## config.mk

```make
export PLATFORM = sky130hd
export DESIGN_NAME = port_edge_change_detector
export DESIGN_NICKNAME = d
export VERILOG_FILES = /design/src/port_edge_change_detector.v /design/src/edge_cell.v
export VERILOG_INCLUDE_DIRS = /design/src
export SDC_FILE = /design/constraint.sdc
export NUM_CORES = 1
export LEC_CHECK = 0
export BUFFER_PORTS_ARGS = -buffer_cell sky130_fd_sc_hd__buf_2
export CORE_ASPECT_RATIO = 1.4
export CORE_MARGIN = 10
export CORE_UTILIZATION = 43
export CTS_CLUSTER_DIAMETER = 200
export DETAILED_ROUTE_END_ITERATION = 16
export PLACE_DENSITY = 0.74
export SYNTH_ARGS = -nofsm -noshare
export SYNTH_HDL_FRONTEND = slang
export SYNTH_SLANG_ARGS = --single-unit
export TNS_END_PERCENT = 30
```

## constraint.sdc

```tcl
create_clock -name sys_clk_i -period 1.6 [get_ports sys_clk_i]
set_input_delay 0.16 -clock sys_clk_i [delete_from_list [all_inputs] [get_ports sys_clk_i]]
set_output_delay 0.16 -clock sys_clk_i [all_outputs]
set_load 0.05 [all_outputs]
```

## src/edge_detect_defs.vh

```
// Register offsets, field layout, reset values for the port edge change detector
`ifndef EDGE_DETECT_DEFS_VH
`define EDGE_DETECT_DEFS_VH
// =====================================================================
// Register byte offsets
`define OFS_RISE_EN 5'h00
`define OFS_FALL_EN 5'h04
`define OFS_FLAGS 5'h08
`define OFS_IRQ_STATUS 5'h0c
`define OFS_IRQ_CLEAR 5'h10
`define OFS_IRQ_ENABLE 5'h14
// =====================================================================
// Field layout and reset values
`define PIN_COUNT 6
`define REG_WIDTH 8
`define REG_RESET 8'h00
`define IRQ_BIT_CHANGE 0
// =====================================================================
// AXI responses
`define RESP_OKAY 2'b00
`define RESP_SLVERR 2'b10
`endif

```

## src/port_edge_change_detector.v

```verilog
// Port edge change detector with AXI4-Lite register slave
`timescale 1ns/1ps
`default_nettype none
`include "edge_detect_defs.vh"
module port_edge_change_detector #(
   parameter PINS = `PIN_COUNT
) (
   // Clock and reset
   input wire sys_clk_i,
   input wire nrst_i,
   // Port pins
   input wire [PINS-1:0] first_port_pin_i,
   // AXI4-Lite write address
   input wire [4:0] s_axi_awaddr,
   input wire s_axi_awvalid,
   output wire s_axi_awready,
   // AXI4-Lite write data
   input wire [31:0] s_axi_wdata,
   input wire [3:0] s_axi_wstrb,
   input wire s_axi_wvalid,
   output wire s_axi_wready,
   // AXI4-Lite write response
   output reg [1:0] s_axi_bresp,
   output reg s_axi_bvalid,
   input wire s_axi_bready,
   // AXI4-Lite read address
   input wire [4:0] s_axi_araddr,
   input wire s_axi_arvalid,
   output wire s_axi_arready,
   // AXI4-Lite read data
   output reg [31:0] s_axi_rdata,
   output reg [1:0] s_axi_rresp,
   output reg s_axi_rvalid,
   input wire s_axi_rready,
   // Interrupt and combined flag
   output wire combined_change_irq_flag_o,
   output wire irq_o
);
   // =====================================================================
   // Register map decode
   // Register slots in one-hot order; the decoder returns one bit per slot
   localparam SLOT_RISE = 0;
   localparam SLOT_FALL = 1;
   localparam SLOT_FLAGS = 2;
   localparam SLOT_STATUS = 3;
   localparam SLOT_CLEAR = 4;
   localparam SLOT_ENABLE = 5;
   localparam SLOTS = 6;

   // One-hot register select from a byte address; all zero when unmapped
   function [SLOTS-1:0] reg_select;
      input [4:0] a;
      begin
         reg_select = {SLOTS{1'b0}};
         case (a)
            `OFS_RISE_EN: reg_select[SLOT_RISE] = 1'b1;
            `OFS_FALL_EN: reg_select[SLOT_FALL] = 1'b1;
            `OFS_FLAGS: reg_select[SLOT_FLAGS] = 1'b1;
            `OFS_IRQ_STATUS: reg_select[SLOT_STATUS] = 1'b1;
            `OFS_IRQ_CLEAR: reg_select[SLOT_CLEAR] = 1'b1;
            `OFS_IRQ_ENABLE: reg_select[SLOT_ENABLE] = 1'b1;
            default: reg_select = {SLOTS{1'b0}};
         endcase
      end
   endfunction

   // Response code; the write-only clear register refuses reads
   function [1:0] access_resp;
      input [SLOTS-1:0] sel;
      input is_read;
      begin
         if (sel == {SLOTS{1'b0}}) begin
            access_resp = `RESP_SLVERR;
         end else if (is_read && sel[SLOT_CLEAR]) begin
            access_resp = `RESP_SLVERR;
         end else begin
            access_resp = `RESP_OKAY;
         end
      end
   endfunction

   // Register contents
   reg [PINS-1:0] rise_detect_enable;
   reg [PINS-1:0] fall_detect_enable;
   wire [PINS-1:0] pin_change_flag;
   wire [PINS-1:0] pin_event;
   reg irq_status;
   reg irq_enable;
   // Write holding registers
   reg aw_held;
   reg [4:0] aw_addr;
   reg w_held;
   reg [31:0] w_data;
   reg [3:0] w_strb;
   // Handshakes, decoded strobes and read path
   wire aw_take;
   wire w_take;
   wire ar_take;
   wire b_done;
   wire r_done;
   wire wr_fire;
   wire wr_low_lane;
   wire [SLOTS-1:0] wr_sel;
   wire [SLOTS-1:0] rd_sel;
   wire wr_rise;
   wire wr_fall;
   wire flag_wr;
   wire status_clear;
   wire wr_enable;
   wire any_event;
   reg [31:0] next_rdata;

   // =====================================================================
   // Channel handshakes: an item moves when its valid and ready are both high
   assign aw_take = s_axi_awvalid & s_axi_awready;
   assign w_take = s_axi_wvalid & s_axi_wready;
   assign ar_take = s_axi_arvalid & s_axi_arready;
   assign b_done = s_axi_bvalid & s_axi_bready;
   assign r_done = s_axi_rvalid & s_axi_rready;

   // =====================================================================
   // AXI4-Lite write channel: capture address and data in either order
   // Each item is refused while it is held or while the answer waits
   assign s_axi_awready = ~aw_held & ~s_axi_bvalid;
   assign s_axi_wready = ~w_held & ~s_axi_bvalid;
   assign wr_fire = aw_held & w_held & ~s_axi_bvalid;

   // Write address holding register
   always @(posedge sys_clk_i or negedge nrst_i) begin
      if (!nrst_i) begin
         aw_held <= 1'b0;
         aw_addr <= 5'h00;
      end else if (aw_take) begin
         aw_held <= 1'b1;
         aw_addr <= s_axi_awaddr;
      end else if (wr_fire) begin
         aw_held <= 1'b0;
      end
   end

   // Write data holding register
   always @(posedge sys_clk_i or negedge nrst_i) begin
      if (!nrst_i) begin
         w_held <= 1'b0;
         w_data <= 32'h00000000;
         w_strb <= 4'h0;
      end else if (w_take) begin
         w_held <= 1'b1;
         w_data <= s_axi_wdata;
         w_strb <= s_axi_wstrb;
      end else if (wr_fire) begin
         w_held <= 1'b0;
      end
   end

   // Write response: one answer per completed write, held until taken
   always @(posedge sys_clk_i or negedge nrst_i) begin
      if (!nrst_i) begin
         s_axi_bvalid <= 1'b0;
         s_axi_bresp <= `RESP_OKAY;
      end else if (wr_fire) begin
         s_axi_bvalid <= 1'b1;
         s_axi_bresp <= access_resp(wr_sel, 1'b0);
      end else if (b_done) begin
         s_axi_bvalid <= 1'b0;
      end
   end

   // =====================================================================
   // Register write strobes; only the low byte lane carries fields
   assign wr_sel = reg_select(aw_addr);
   assign wr_low_lane = wr_fire & w_strb[0];
   assign wr_rise = wr_low_lane & wr_sel[SLOT_RISE];
   assign wr_fall = wr_low_lane & wr_sel[SLOT_FALL];
   assign flag_wr = wr_low_lane & wr_sel[SLOT_FLAGS];
   assign status_clear = wr_low_lane & wr_sel[SLOT_CLEAR] & w_data[`IRQ_BIT_CHANGE];
   assign wr_enable = wr_low_lane & wr_sel[SLOT_ENABLE];

   // Rising-edge enables, one bit per pin
   always @(posedge sys_clk_i or negedge nrst_i) begin
      if (!nrst_i) begin
         rise_detect_enable <= {PINS{1'b0}};
      end else if (wr_rise) begin
         rise_detect_enable <= w_data[PINS-1:0];
      end
   end

   // Falling-edge enables, one bit per pin
   always @(posedge sys_clk_i or negedge nrst_i) begin
      if (!nrst_i) begin
         fall_detect_enable <= {PINS{1'b0}};
      end else if (wr_fall) begin
         fall_detect_enable <= w_data[PINS-1:0];
      end
   end

   // Interrupt enable bit
   always @(posedge sys_clk_i or negedge nrst_i) begin
      if (!nrst_i) begin
         irq_enable <= 1'b0;
      end else if (wr_enable) begin
         irq_enable <= w_data[`IRQ_BIT_CHANGE];
      end
   end

   // =====================================================================
   // Per-pin detector cells
   genvar gi;
   generate
      for (gi = 0; gi < PINS; gi = gi + 1) begin : g_pin
         edge_cell u_cell (
            .sys_clk_i(sys_clk_i),
            .nrst_i(nrst_i),
            .pin_i(first_port_pin_i[gi]),
            .rise_en_i(rise_detect_enable[gi]),
            .fall_en_i(fall_detect_enable[gi]),
            .wr_i(flag_wr),
            .wdata_i(w_data[gi]),
            .event_o(pin_event[gi]),
            .flag_o(pin_change_flag[gi])
         );
      end
   endgenerate

   // =====================================================================
   // Combined flag and sticky interrupt status
   assign any_event = |pin_event;
   assign combined_change_irq_flag_o = |pin_change_flag;

   // Status bit: a new edge beats a clear in the same cycle so no event is lost
   always @(posedge sys_clk_i or negedge nrst_i) begin
      if (!nrst_i) begin
         irq_status <= 1'b0;
      end else if (any_event) begin
         irq_status <= 1'b1;
      end else if (status_clear) begin
         irq_status <= 1'b0;
      end
   end

   // Level interrupt while the enabled status bit is set
   assign irq_o = irq_status & irq_enable;

   // =====================================================================
   // AXI4-Lite read channel
   // A new address is refused while the previous answer waits
   assign s_axi_arready = ~s_axi_rvalid;
   assign rd_sel = reg_select(s_axi_araddr);

   // Read mux; bits above the fields stay zero
   always @* begin
      next_rdata = 32'h00000000;
      if (rd_sel[SLOT_RISE]) begin
         next_rdata[PINS-1:0] = rise_detect_enable;
      end
      if (rd_sel[SLOT_FALL]) begin
         next_rdata[PINS-1:0] = fall_detect_enable;
      end
      if (rd_sel[SLOT_FLAGS]) begin
         next_rdata[PINS-1:0] = pin_change_flag;
      end
      if (rd_sel[SLOT_STATUS]) begin
         next_rdata[`IRQ_BIT_CHANGE] = irq_status;
      end
      if (rd_sel[SLOT_ENABLE]) begin
         next_rdata[`IRQ_BIT_CHANGE] = irq_enable;
      end
   end

   // Read answer valid, held until taken
   always @(posedge sys_clk_i or negedge nrst_i) begin
      if (!nrst_i) begin
         s_axi_rvalid <= 1'b0;
      end else if (ar_take) begin
         s_axi_rvalid <= 1'b1;
      end else if (r_done) begin
         s_axi_rvalid <= 1'b0;
      end
   end

   // Read data and response, captured when the address is taken
   always @(posedge sys_clk_i or negedge nrst_i) begin
      if (!nrst_i) begin
         s_axi_rdata <= 32'h00000000;
         s_axi_rresp <= `RESP_OKAY;
      end else if (ar_take) begin
         s_axi_rdata <= next_rdata;
         s_axi_rresp <= access_resp(rd_sel, 1'b1);
      end
   end
endmodule // port_edge_change_detector
`default_nettype wire

```

## src/edge_cell.v

```verilog
// Per-pin edge detector cell with sticky change flag
`timescale 1ns/1ps
`default_nettype none
module edge_cell (
   // Clock and reset
   input wire sys_clk_i,
   input wire nrst_i,
   // Pin and controls
   input wire pin_i,
   input wire rise_en_i,
   input wire fall_en_i,
   input wire wr_i,
   input wire wdata_i,
   // Results
   output wire event_o,
   output reg flag_o
);
   reg pin_q;
   wire rise;
   wire fall;

   // Edge detection against last sampled level
   assign rise = pin_i & ~pin_q;
   assign fall = ~pin_i & pin_q;
   assign event_o = (rise & rise_en_i) | (fall & fall_en_i);

   // Previous pin level
   always @(posedge sys_clk_i or negedge nrst_i) begin
      if (!nrst_i) begin
         pin_q <= 1'b0;
      end else begin
         pin_q <= pin_i;
      end
   end

   // Sticky flag: hardware set wins over software write
   always @(posedge sys_clk_i or negedge nrst_i) begin
      if (!nrst_i) begin
         flag_o <= 1'b0;
      end else if (event_o) begin
         flag_o <= 1'b1;
      end else if (wr_i) begin
         flag_o <= wdata_i;
      end
   end
endmodule // edge_cell
`default_nettype wire

```

=== Word-level counts from Yosys, hierarchy flattened ===
Index checks and enable logic that the tools add are counted.

* Flip-flop bits (word level): 52
* Bits of input ports: 59
* Output and inout port bits: 43
* Logic and storage cells: 157

* Eq/ne operators: 10
* Mux-type cells: 41
* Bitwise operators: 63
* Reductions and logical operators: 17

{| class="wikitable"
|+ Operator list
! kind !! count
|-
| $and 1x1->1 || 41
|-
| $mux 1 || 35
|-
| $reduce_bool 2->1 || 11
|-
| $eq 5x4->1 const B || 4
|-
| $eq 5x5->1 const B || 4
|-
| $mux 6 || 3
|-
| $not 1->1 || 16
|-
| $logic_not 6->1 || 2
|-
| $reduce_or 6->1 || 2
|-
| $eq 5x3->1 const B || 2
|-
| $logic_not 5->1 || 2
|-
| $mux 2 || 3
|-
| $or 1x1->1 || 6
|}

=== Depth between registers and ports, before layout ===
Gate-level depths: netlist of run 1.

* Depth in word-level cells: 7
* Mapped depth: 6
* Mapped depth without buffers: 4

=== Hierarchy ===
From an unflattened synthesis of run 1, not the netlist that was laid out.

* Cell total of the unflattened synthesis: 213
* Area total of the unflattened synthesis: 2526.2 µm²

{| class="wikitable"
|+ Modules (own cells, without submodules)
! module !! instances !! cells each !! area each (µm²) !! seq. area each (µm²)
|-
| port_edge_change_detector || 1 || 171 || 2023.2 || 950.9
|-
| edge_cell || 6 || 7 || 83.8 || 50.0
|}

=== Least setup slack after synthesis of run 1 ===
No wires, ideal clock.

* Path kind: reg2reg
* Start: register s_axi_bvalid
* End: register w_data[0]
* Library setup time: 125 ps
* Data arrival time: 2168 ps
* Data required time: 1475 ps
* Slack: -693 ps
* Cell stages (with the launch flop): 5
* Buffers on the path: 1
* Period minus slack after synthesis: 2293 ps
* Path through: dfrtp_1 nor2_1 and2_1 clkbuf_1 mux2_2

* Cells in the longest elaborated chain, start to end: 3

{| class="wikitable"
|+ RTL lines
! what !! line !! text
|-
| start, declared || port_edge_change_detector.v:24 || <nowiki>output reg s_axi_bvalid,</nowiki>
|-
| start signal, assigned || port_edge_change_detector.v:159 || <nowiki>s_axi_bvalid <= 1'b0;</nowiki>
|-
| start signal, assigned || port_edge_change_detector.v:162 || <nowiki>s_axi_bvalid <= 1'b1;</nowiki>
|-
| start signal, assigned || port_edge_change_detector.v:165 || <nowiki>s_axi_bvalid <= 1'b0;</nowiki>
|-
| $not 1->1 || port_edge_change_detector.v:125 || <nowiki>assign s_axi_wready = ~w_held & ~s_axi_bvalid;</nowiki>
|-
| $and 1x1->1 || port_edge_change_detector.v:125 ||
|-
| named net s_axi_wready || port_edge_change_detector.v:21 || <nowiki>output wire s_axi_wready,</nowiki>
|-
| $and 1x1->1 || port_edge_change_detector.v:116 || <nowiki>assign w_take = s_axi_wvalid & s_axi_wready;</nowiki>
|-
| end signal, assigned || port_edge_change_detector.v:149 || <nowiki>w_data <= s_axi_wdata;</nowiki>
|-
| end, declared || port_edge_change_detector.v:93 || <nowiki>reg [31:0] w_data;</nowiki>
|}

The timed path passes the listed nets, and every way through them passes these cells.
A chain may end at the register's enable or synchronous reset.

=== Final worst setup path of run 1 ===
* Start: register s_axi_bvalid
* End: register fall_detect_enable[0]

* Cells in the longest elaborated chain, start to end: 4

{| class="wikitable"
|+ RTL lines
! what !! line !! text
|-
| $not 1->1 || port_edge_change_detector.v:126 || <nowiki>assign wr_fire = aw_held & w_held & ~s_axi_bvalid;</nowiki>
|-
| $and 1x1->1 || port_edge_change_detector.v:126 ||
|-
| $and 1x1->1 || port_edge_change_detector.v:172 || <nowiki>assign wr_low_lane = wr_fire & w_strb[0];</nowiki>
|-
| $and 1x1->1 || port_edge_change_detector.v:174 || <nowiki>assign wr_fall = wr_low_lane & wr_sel[SLOT_FALL];</nowiki>
|-
| end signal, assigned || port_edge_change_detector.v:191 || <nowiki>fall_detect_enable <= {PINS{1'b0}};</nowiki>
|-
| end signal, assigned || port_edge_change_detector.v:193 || <nowiki>fall_detect_enable <= w_data[PINS-1:0];</nowiki>
|-
| end, declared || port_edge_change_detector.v:84 || <nowiki>reg [PINS-1:0] fall_detect_enable;</nowiki>
|}

Every way passes these cells.

==> key figures, run 1 <==
CTS
  • Clk pin slew, worst setup/hold paths: 0.09 ns
  • H-tree depth: 2
  • Sinks on Clock Net: 50
  • Root Buffer: clkbuf_8
  • CTS Buf Count: 5
  • Post-CTS Setup Bufs: 0
  • TritonCTS clock tree: built
  • Clock latency on the worst-skew pair: 0.30 ns
  • CTS Buffer Depth: 2

STA
  • Final Critical Period: 1.62 ns
  • RSZ-0062 raised after global routing: yes
  • Final setup margin: -0.0235 ns
  • Fin. max-slew vios: 0
  • Clk_skew: 0.00496 ns
  • Achievable Freq: 616 MHz
  • TNS Setup: -0.0610 ns
  • # setup viols final: 5
  • Hold Violations, Final: 0
  • Tcrit/Tclk final: 101%

Min path
  • Min-Delay Startpoint: s_axi_bready
  • Worst Hold End: s_axi_bvalid$_DFFE_PN0P_
  • Class of the worst hold path: in -> reg
  • WHS Path Cells: 2

Die
  • Initial Util: 44.0%
  • Die X: 83.3 µm
  • I/O pin count: 102
  • Die footprint: 9040 µm²
  • Die Y: 109 µm
  • Num rows: 32
  • Core ar.: 5490 µm²

Finish
  • Final cell count without fillers: 350
  • Layout cells sized above 1: 37.2%
  • Commonest non-fill, non-tap cell in the layout: dfrtp_1
  • Layout Nets: 340
  • Final core occ: 53.9%
  • Cell area after layout: 2960 µm²
  • Most frequent cells in the layout: dfrtp_1 (49), buf_2 (44), conb_1 (28)
  • Syn-to-layout area delta: 22.6%
  • Diode count: 0

Synthesis
  • Largest cells by area after synthesis: dfrtp_1 (52%), mux2_2 (13%), buf_4 (8.7%)
  • Post-synth cell types: 33
  • FF+latch count, synth: 50
  • Top-area cell type share of the netlist area: 51.9%
  • Post-synth top area cell: dfrtp_1
  • Synthesized area: 2410 µm²
  • Sequential area share after synthesis: 51.9%
  • Avg Synthesized Cell Area: 11.3 µm²
  • Ys Warns: 0
  • Post-Syn Instances: 214

Critical path
  • Critical Path Sink Type: register
  • R2R depth: 5
  • Worst Path Arrival: 1.81 ns
  • R2r startpoint: s_axi_bvalid$_DFFE_PN0P_
  • R2R setup slack: -0.02 ns
  • Critical setup path kind: reg -> reg
  • CP max stage cell: dfrtp_2
  • CP Max Fanout: 3
  • CP cell instances: and3b_2 > nand4b_4 > nor3b_4 > buf_4 > mux2_2
  • Crit-path max cell delay: 0.41 ns
  • CP startpoint kind: register
  • Worst EP required: 1.79 ns
  • End of the worst register-to-register path: fall_detect_enable[0]$_DFFE_PN0P_

GRT
  • Total gr overflow: 0
  • Vias in the first global route: 1873
  • Initial antenna violation count: 0
  • Largest net degree at the start of global routing: 33
  • All-Layer GR Usage: 11.4%
  • First-pass GRT wire length: 8590 µm

Pwr
  • Power, Total: 4.59 mW
  • Worst VDD drop: 1.00 mV
  • Pleak: 1.46 nW
  • Pwr/cell area: 1550 nW/µm²

Status
  • Violated checks: negative setup slack
  • Status: finished with violations

Placement
  • DP HPWL: 4170 µm
  • Placed inst area: 2770 µm²
  • Placed Cells: 335
  • Port bufs: 44
  • GPL Wtd Cong: 0.795

Route
  • DRC: 0
  • ANT nets after route: 0
  • DR iter-0 viols: 72
  • Router iterations before antenna repair: 4
  • Vias after detailed routing: 1710
  • Vias/cell: 4.89
  • Drt wl/cell: 15.2 µm
  • Drt total wl: 5330 µm

Flow run
  • Reported max-cap violation count: 0
[final cells by class]
cell class                 count  area (µm²)
clock buffer                   7        86.3
clock inverter                 1        30.0
fill                         511        2530
inverter                       9        33.8
multi-input combinational    148        1050
sequential                    50        1250
tap                           68        85.1
timing repair buffer          67         423
[power by group]
part / total, mW / leakage (nW) / switching, mW / internal [mW]
combinational: 1.68 / 0.782 / 0.918 / 0.766
sequential: 2.00 / 0.615 / 0.354 / 1.65
clock: 0.909 / 0.0585 / 0.399 / 0.510
[cell families after synthesis]
family          count (synthesis)  synth area share (%)
buf+inv                        43                  11.2
other cells                     1                 0.156
compound gates                 36                  9.86
simple gates                   54                  13.0
mux                            30                  13.9
flops                          50                  51.9
[synthesized netlist by cell type]
cell type	n
nor4_1	3
nor4_2	1
dfrtp_1	50
nor3b_4	1
nor2_1	13
buf_4	28
nand2b_1	1
a31oi_1	1
nand4_1	1
conb_1	1
mux2i_1	2
nand3_1	2
nor3_4	1
o31ai_1	2
and2_1	3
o41ai_1	1
a21oi_1	1
nand3b_1	6
a211o_1	6
o32ai_1	1
a21o_1	1
nand2_1	19
mux2_2	28
nand4b_4	1
a211oi_1	1
and3b_2	1
o21ai_0	16
buf_2	2
nor3b_1	1
a22oi_1	5
a41oi_1	1
inv_1	9
clkbuf_1	4
[metrics by stage]
step	worst slack [ns]	hold WS (ns)
after global placement	0.00290	0.125
after global routing	-0.0931	0.0389
final	-0.0235	0.0249
after detailed placement	-0.0143	0.134
after floorplan	-0.212	-0.136
after CTS	-0.0333	0.0257
[how the worst max path moves through the flow]
stage	slack (ns)	cells after the start	to	from
2_1_floorplan	-0.21	4	fall_detect_enable[0]$_DFFE_PN0P_	s_axi_bvalid$_DFFE_PN0P_
3_3_place_gp	0.003	5	fall_detect_enable[0]$_DFFE_PN0P_	s_axi_bvalid$_DFFE_PN0P_
3_5_place_dp	-0.01	5	fall_detect_enable[0]$_DFFE_PN0P_	s_axi_bvalid$_DFFE_PN0P_
4_1_cts	-0.03	5	fall_detect_enable[0]$_DFFE_PN0P_	s_axi_bvalid$_DFFE_PN0P_
5_1_grt	-0.09	5	fall_detect_enable[0]$_DFFE_PN0P_	s_axi_bvalid$_DFFE_PN0P_
6_report	-0.02	5	fall_detect_enable[0]$_DFFE_PN0P_	s_axi_bvalid$_DFFE_PN0P_
[state kept, by name (all words and copies together) (netlist names)]
signal / count
fall_detect_enable: 6
g_pin.u_cell.flag_o: 6
g_pin.u_cell.pin_q: 6
rise_detect_enable: 6
s_axi_rdata: 6
w_data: 6
aw_addr: 5
aw_held: 1
irq_enable: 1
irq_status: 1
s_axi_bresp: 1
s_axi_bvalid: 1
s_axi_rresp: 1
s_axi_rvalid: 1
w_held: 1
w_strb: 1
[routing by layer]
| metal | track usage, % | share of wire (%) |
|---|---|---|
| met5 | 0 | 0 |
| met3 | 5.27 | 9.2 |
| met4 | 3.66 | 1.1 |
| met1 | 12.1 | 40 |
| met2 | 19.8 | 49 |
[critical path, delay by kind of cell (launching register included)]
family	cells	cell delay [ns]
flops	1	0.41
simple gates	3	0.61
buf+inv	1	0.16
mux	1	0.33
[repair_timing]
action                     4_1_cts  5_1_grt
gates resized for setup          0        0
pin swaps                        0        0
setup endpoints to repair        6       12
hold buffers                     7        0
hold endpoints to repair        24        0
Power figures use the tool's default switching activity.
==> inputs of run 2 (changes only) <==
Settings changed: CORE_UTILIZATION 43 to 48, PLACE_DENSITY 0.74 to 0.78.
Clock period 1.6 ns to 1.7 ns, I/O delays scaled along.
==> run 2 against run 1 <==
  * The run now ends clean
  * Register-to-register slack better by 0.08 ns
  * Utilization is 5.2 points higher
  * First-iteration DRC count is 56% higher
  * Global-route usage is 1.1 points higher
  * Routed wire length is 0.96% lower
  * Sequential share of layout area is 1.4 points higher
  * Via count is 1.4% lower
  * Maximum frequency is 1.4% lower
  * Die area is 8.3% lower
  * Non-clock buffer count is 6 lower
  * Largest power group unchanged
  * Highest routed layer unchanged
==> key figures, run 2 (synthesis gave the netlist of run 1 again) <==
Route
  • WL met3: 615 µm (was 492 µm)
  • Vias after detailed routing: 1686 (was 1710)
  • Highest Signal Layer: met4 (unchanged)
  • DR iter-0 viols: 112 (was 72)
  • Router iterations before antenna repair: 4 (unchanged)
  • Vias/cell: 4.96 (was 4.89)
  • ANT nets after route: 0 (unchanged)
  • WL met2: 2690 µm (was 2640 µm)
  • Met1 WL: 1900 µm (was 2140 µm)
  • Drt total wl: 5270 µm (was 5330 µm)
  • DRC: 0 (unchanged)
  • Drt wl/cell: 15.5 µm (was 15.2 µm)

Placement
  • Port bufs: 44 (unchanged)
  • DP HPWL: 4090 µm (was 4170 µm)
  • Placed Cells: 327 (was 335)
  • GPL Wtd Cong: 0.780 (was 0.795)
  • DP Worst Slack: 0.0575 ns (was -0.0143 ns)
  • Placed inst area: 2720 µm² (was 2770 µm²)

GRT
  • Total gr overflow: 0 (unchanged)
  • First-pass GRT wire length: 8480 µm (was 8590 µm)
  • All-Layer GR Usage: 12.5% (was 11.4%)
  • Initial antenna violation count: 0 (unchanged)
  • Largest net degree at the start of global routing: 27 (was 33)
  • Vias in the first global route: 1801 (was 1873)

Critical path
  • Worst EP required: 1.88 ns (was 1.79 ns)
  • Critical setup path kind: reg -> reg (unchanged)
  • Worst path buffer plus inverter count: 1 (unchanged)
  • CP max stage cell: dfrtp_2 (unchanged)
  • CP startpoint kind: register (unchanged)
  • R2R setup slack: 0.05 ns (was -0.02 ns)
  • Critical path's top delay family: simple AND/OR/NAND/NOR gates (unchanged)
  • Worst Path Arrival: 1.83 ns (was 1.81 ns)
  • End of the worst register-to-register path: fall_detect_enable[1]$_DFFE_PN0P_ (was fall_detect_enable[0]$_DFFE_PN0P_)
  • CP Max Fanout: 6 (was 3)
  • R2r startpoint: s_axi_bvalid$_DFFE_PN0P_ (unchanged)
  • CP cell instances: and3b_2 > nand4b_4 > nor3b_4 > buf_12 > mux2_2 (was and3b_2 > nand4b_4 > nor3b_4 > buf_4 > mux2_2)
  • Critical Path Sink Type: register (unchanged)
  • Crit-path max cell delay: 0.40 ns (was 0.41 ns)
  • R2R depth: 5 (unchanged)

Min path
  • Min-Delay Startpoint: first_port_pin_i[1] (was s_axi_bready)
  • WHS Path Cells: 1 (was 2)
  • Class of the worst hold path: in -> reg (unchanged)
  • Worst Hold End: g_pin[1].u_cell.pin_q$_DFF_PN0_ (was s_axi_bvalid$_DFFE_PN0P_)

STA
  • Clk_skew: 0.00852 ns (was 0.00496 ns)
  • Achievable Freq: 607 MHz (was 616 MHz)
  • Hold Violations, Final: 0 (unchanged)
  • Final Critical Period: 1.65 ns (was 1.62 ns)
  • RSZ-0062 raised after global routing: yes (unchanged)
  • TNS Setup: 0 ns (was -0.0610 ns)
  • # setup viols final: 0 (was 5)
  • Tcrit/Tclk final: 96.9% (was 101%)
  • Final setup margin: 0.0528 ns (was -0.0235 ns)
  • Worst slew pin tran: 0.581 ns
  • Fin. max-slew vios: 0 (unchanged)
  • Slew headroom: 61.3%
  • Hold_ws: 0.00600 ns (was 0.0249 ns)

Finish
  • Final cell count without fillers: 340 (was 350)
  • Layout cells sized above 1: 35.9% (was 37.2%)
  • Cell area after layout: 2860 µm² (was 2960 µm²)
  • Final core occ: 59.1% (was 53.9%)
  • Most frequent cells in the layout: dfrtp_1 (49), buf_2 (44), mux2_2 (28), conb_1 (28), nand2_1 (19) (was dfrtp_1 (49), buf_2 (44), conb_1 (28))
  • Syn-to-layout area delta: 18.7% (was 22.6%)
  • Commonest non-fill, non-tap cell in the layout: dfrtp_1 (unchanged)
  • Diode count: 0 (unchanged)
  • Layout Nets: 334 (was 340)

Pwr
  • Power, Total: 4.03 mW (was 4.59 mW)
  • Worst VDD drop: 1.24 mV (was 1.00 mV)
  • Pleak: 1.39 nW (was 1.46 nW)
  • Pwr/cell area: 1410 nW/µm² (was 1550 nW/µm²)

CTS
  • Root Buffer: clkbuf_8 (unchanged)
  • CTS Buf Count: 5 (unchanged)
  • Post-CTS sizing: 0 (unchanged)
  • TritonCTS clock tree: built (unchanged)
  • Sinks on Clock Net: 50 (unchanged)
  • CTS Buffer Depth: 2 (unchanged)
  • Clock latency on the worst-skew pair: 0.30 ns (about the same)
  • H-tree depth: 2 (unchanged)
  • Clk pin slew, worst setup/hold paths: 0.08 ns (was 0.09 ns)

Die
  • Die Y: 104 µm (was 109 µm)
  • Initial Util: 49.8% (was 44.0%)
  • Num rows: 30 (was 32)
  • Die X: 79.9 µm (was 83.3 µm)
  • I/O pin count: 102 (unchanged)
  • Die footprint: 8300 µm² (was 9040 µm²)
  • Core ar.: 4840 µm² (was 5490 µm²)

Flow run
  • Reported max-cap violation count: 0 (unchanged)

Status
  • Status: finished clean (was finished with violations)
## run 2: changes by cell type in the layout (fill, tap and decap cells not counted), sizes merged
cell / delta
buf: -4
clkinv: +1
bufinv: -1
dlygate4sd3: -2
## run 2: how the worst max path moves through the flow
| stage | start | endpoint | slack, ns | depth (start not counted) |
|---|---|---|---|---|
| 3_5_place_dp | s_axi_bvalid$_DFFE_PN0P_ | fall_detect_enable[1]$_DFFE_PN0P_ | 0.06 | 5 |
| 3_3_place_gp | s_axi_bvalid$_DFFE_PN0P_ | fall_detect_enable[0]$_DFFE_PN0P_ | 0.08 | 5 |
| 4_1_cts | s_axi_bvalid$_DFFE_PN0P_ | fall_detect_enable[1]$_DFFE_PN0P_ | 0.04 | 5 |
| 5_1_grt | s_axi_bvalid$_DFFE_PN0P_ | fall_detect_enable[1]$_DFFE_PN0P_ | -0.02 | 5 |
| 6_report | s_axi_bvalid$_DFFE_PN0P_ | fall_detect_enable[1]$_DFFE_PN0P_ | 0.05 | 5 |
| 2_1_floorplan | s_axi_bvalid$_DFFE_PN0P_ | fall_detect_enable[0]$_DFFE_PN0P_ | -0.11 | 4 |
## run 2: worst register-to-register path, stage by stage, from the launching register on
cell and delay [ns]:
dfrtp_2 0.40, and3b_2 0.27, nand4b_4 0.14, nor3b_4 0.24
buf_12 0.16, mux2_2 0.33
## run 2: layout make-up
class                           instances  area [µm²]
Multi-Input combinational cell        148        1010
Tap cell                               64        80.1
Sequential cell                        50        1250
Timing Repair Buffer                   61         398
Clock inverter                          1        5.00
Fill cell                             426        1980
Clock buffer                            7        86.3
Inverter                                9        33.8
## run 2: power by group
part | switching (mW) | internal [mW] | total, mW
registers | 0.327 | 1.55 | 1.88
clock network | 0.373 | 0.329 | 0.702
logic | 0.841 | 0.615 | 1.46
## run 2: repair_timing
item                                   CTS  global route
hold buffers                             5             0
buffers inserted                         0             0
setup endpoints to repair                0             5
endpoints found under the hold margin   28             0
## run 2: metal layers
layer / up-vias / GRT usage [%]
met5: - / 0
met4: 0 / 3.91
met3: 6 / 5.45
met2: 69 / 21.8
met1: 797 / 12.8
li1: 814 / -
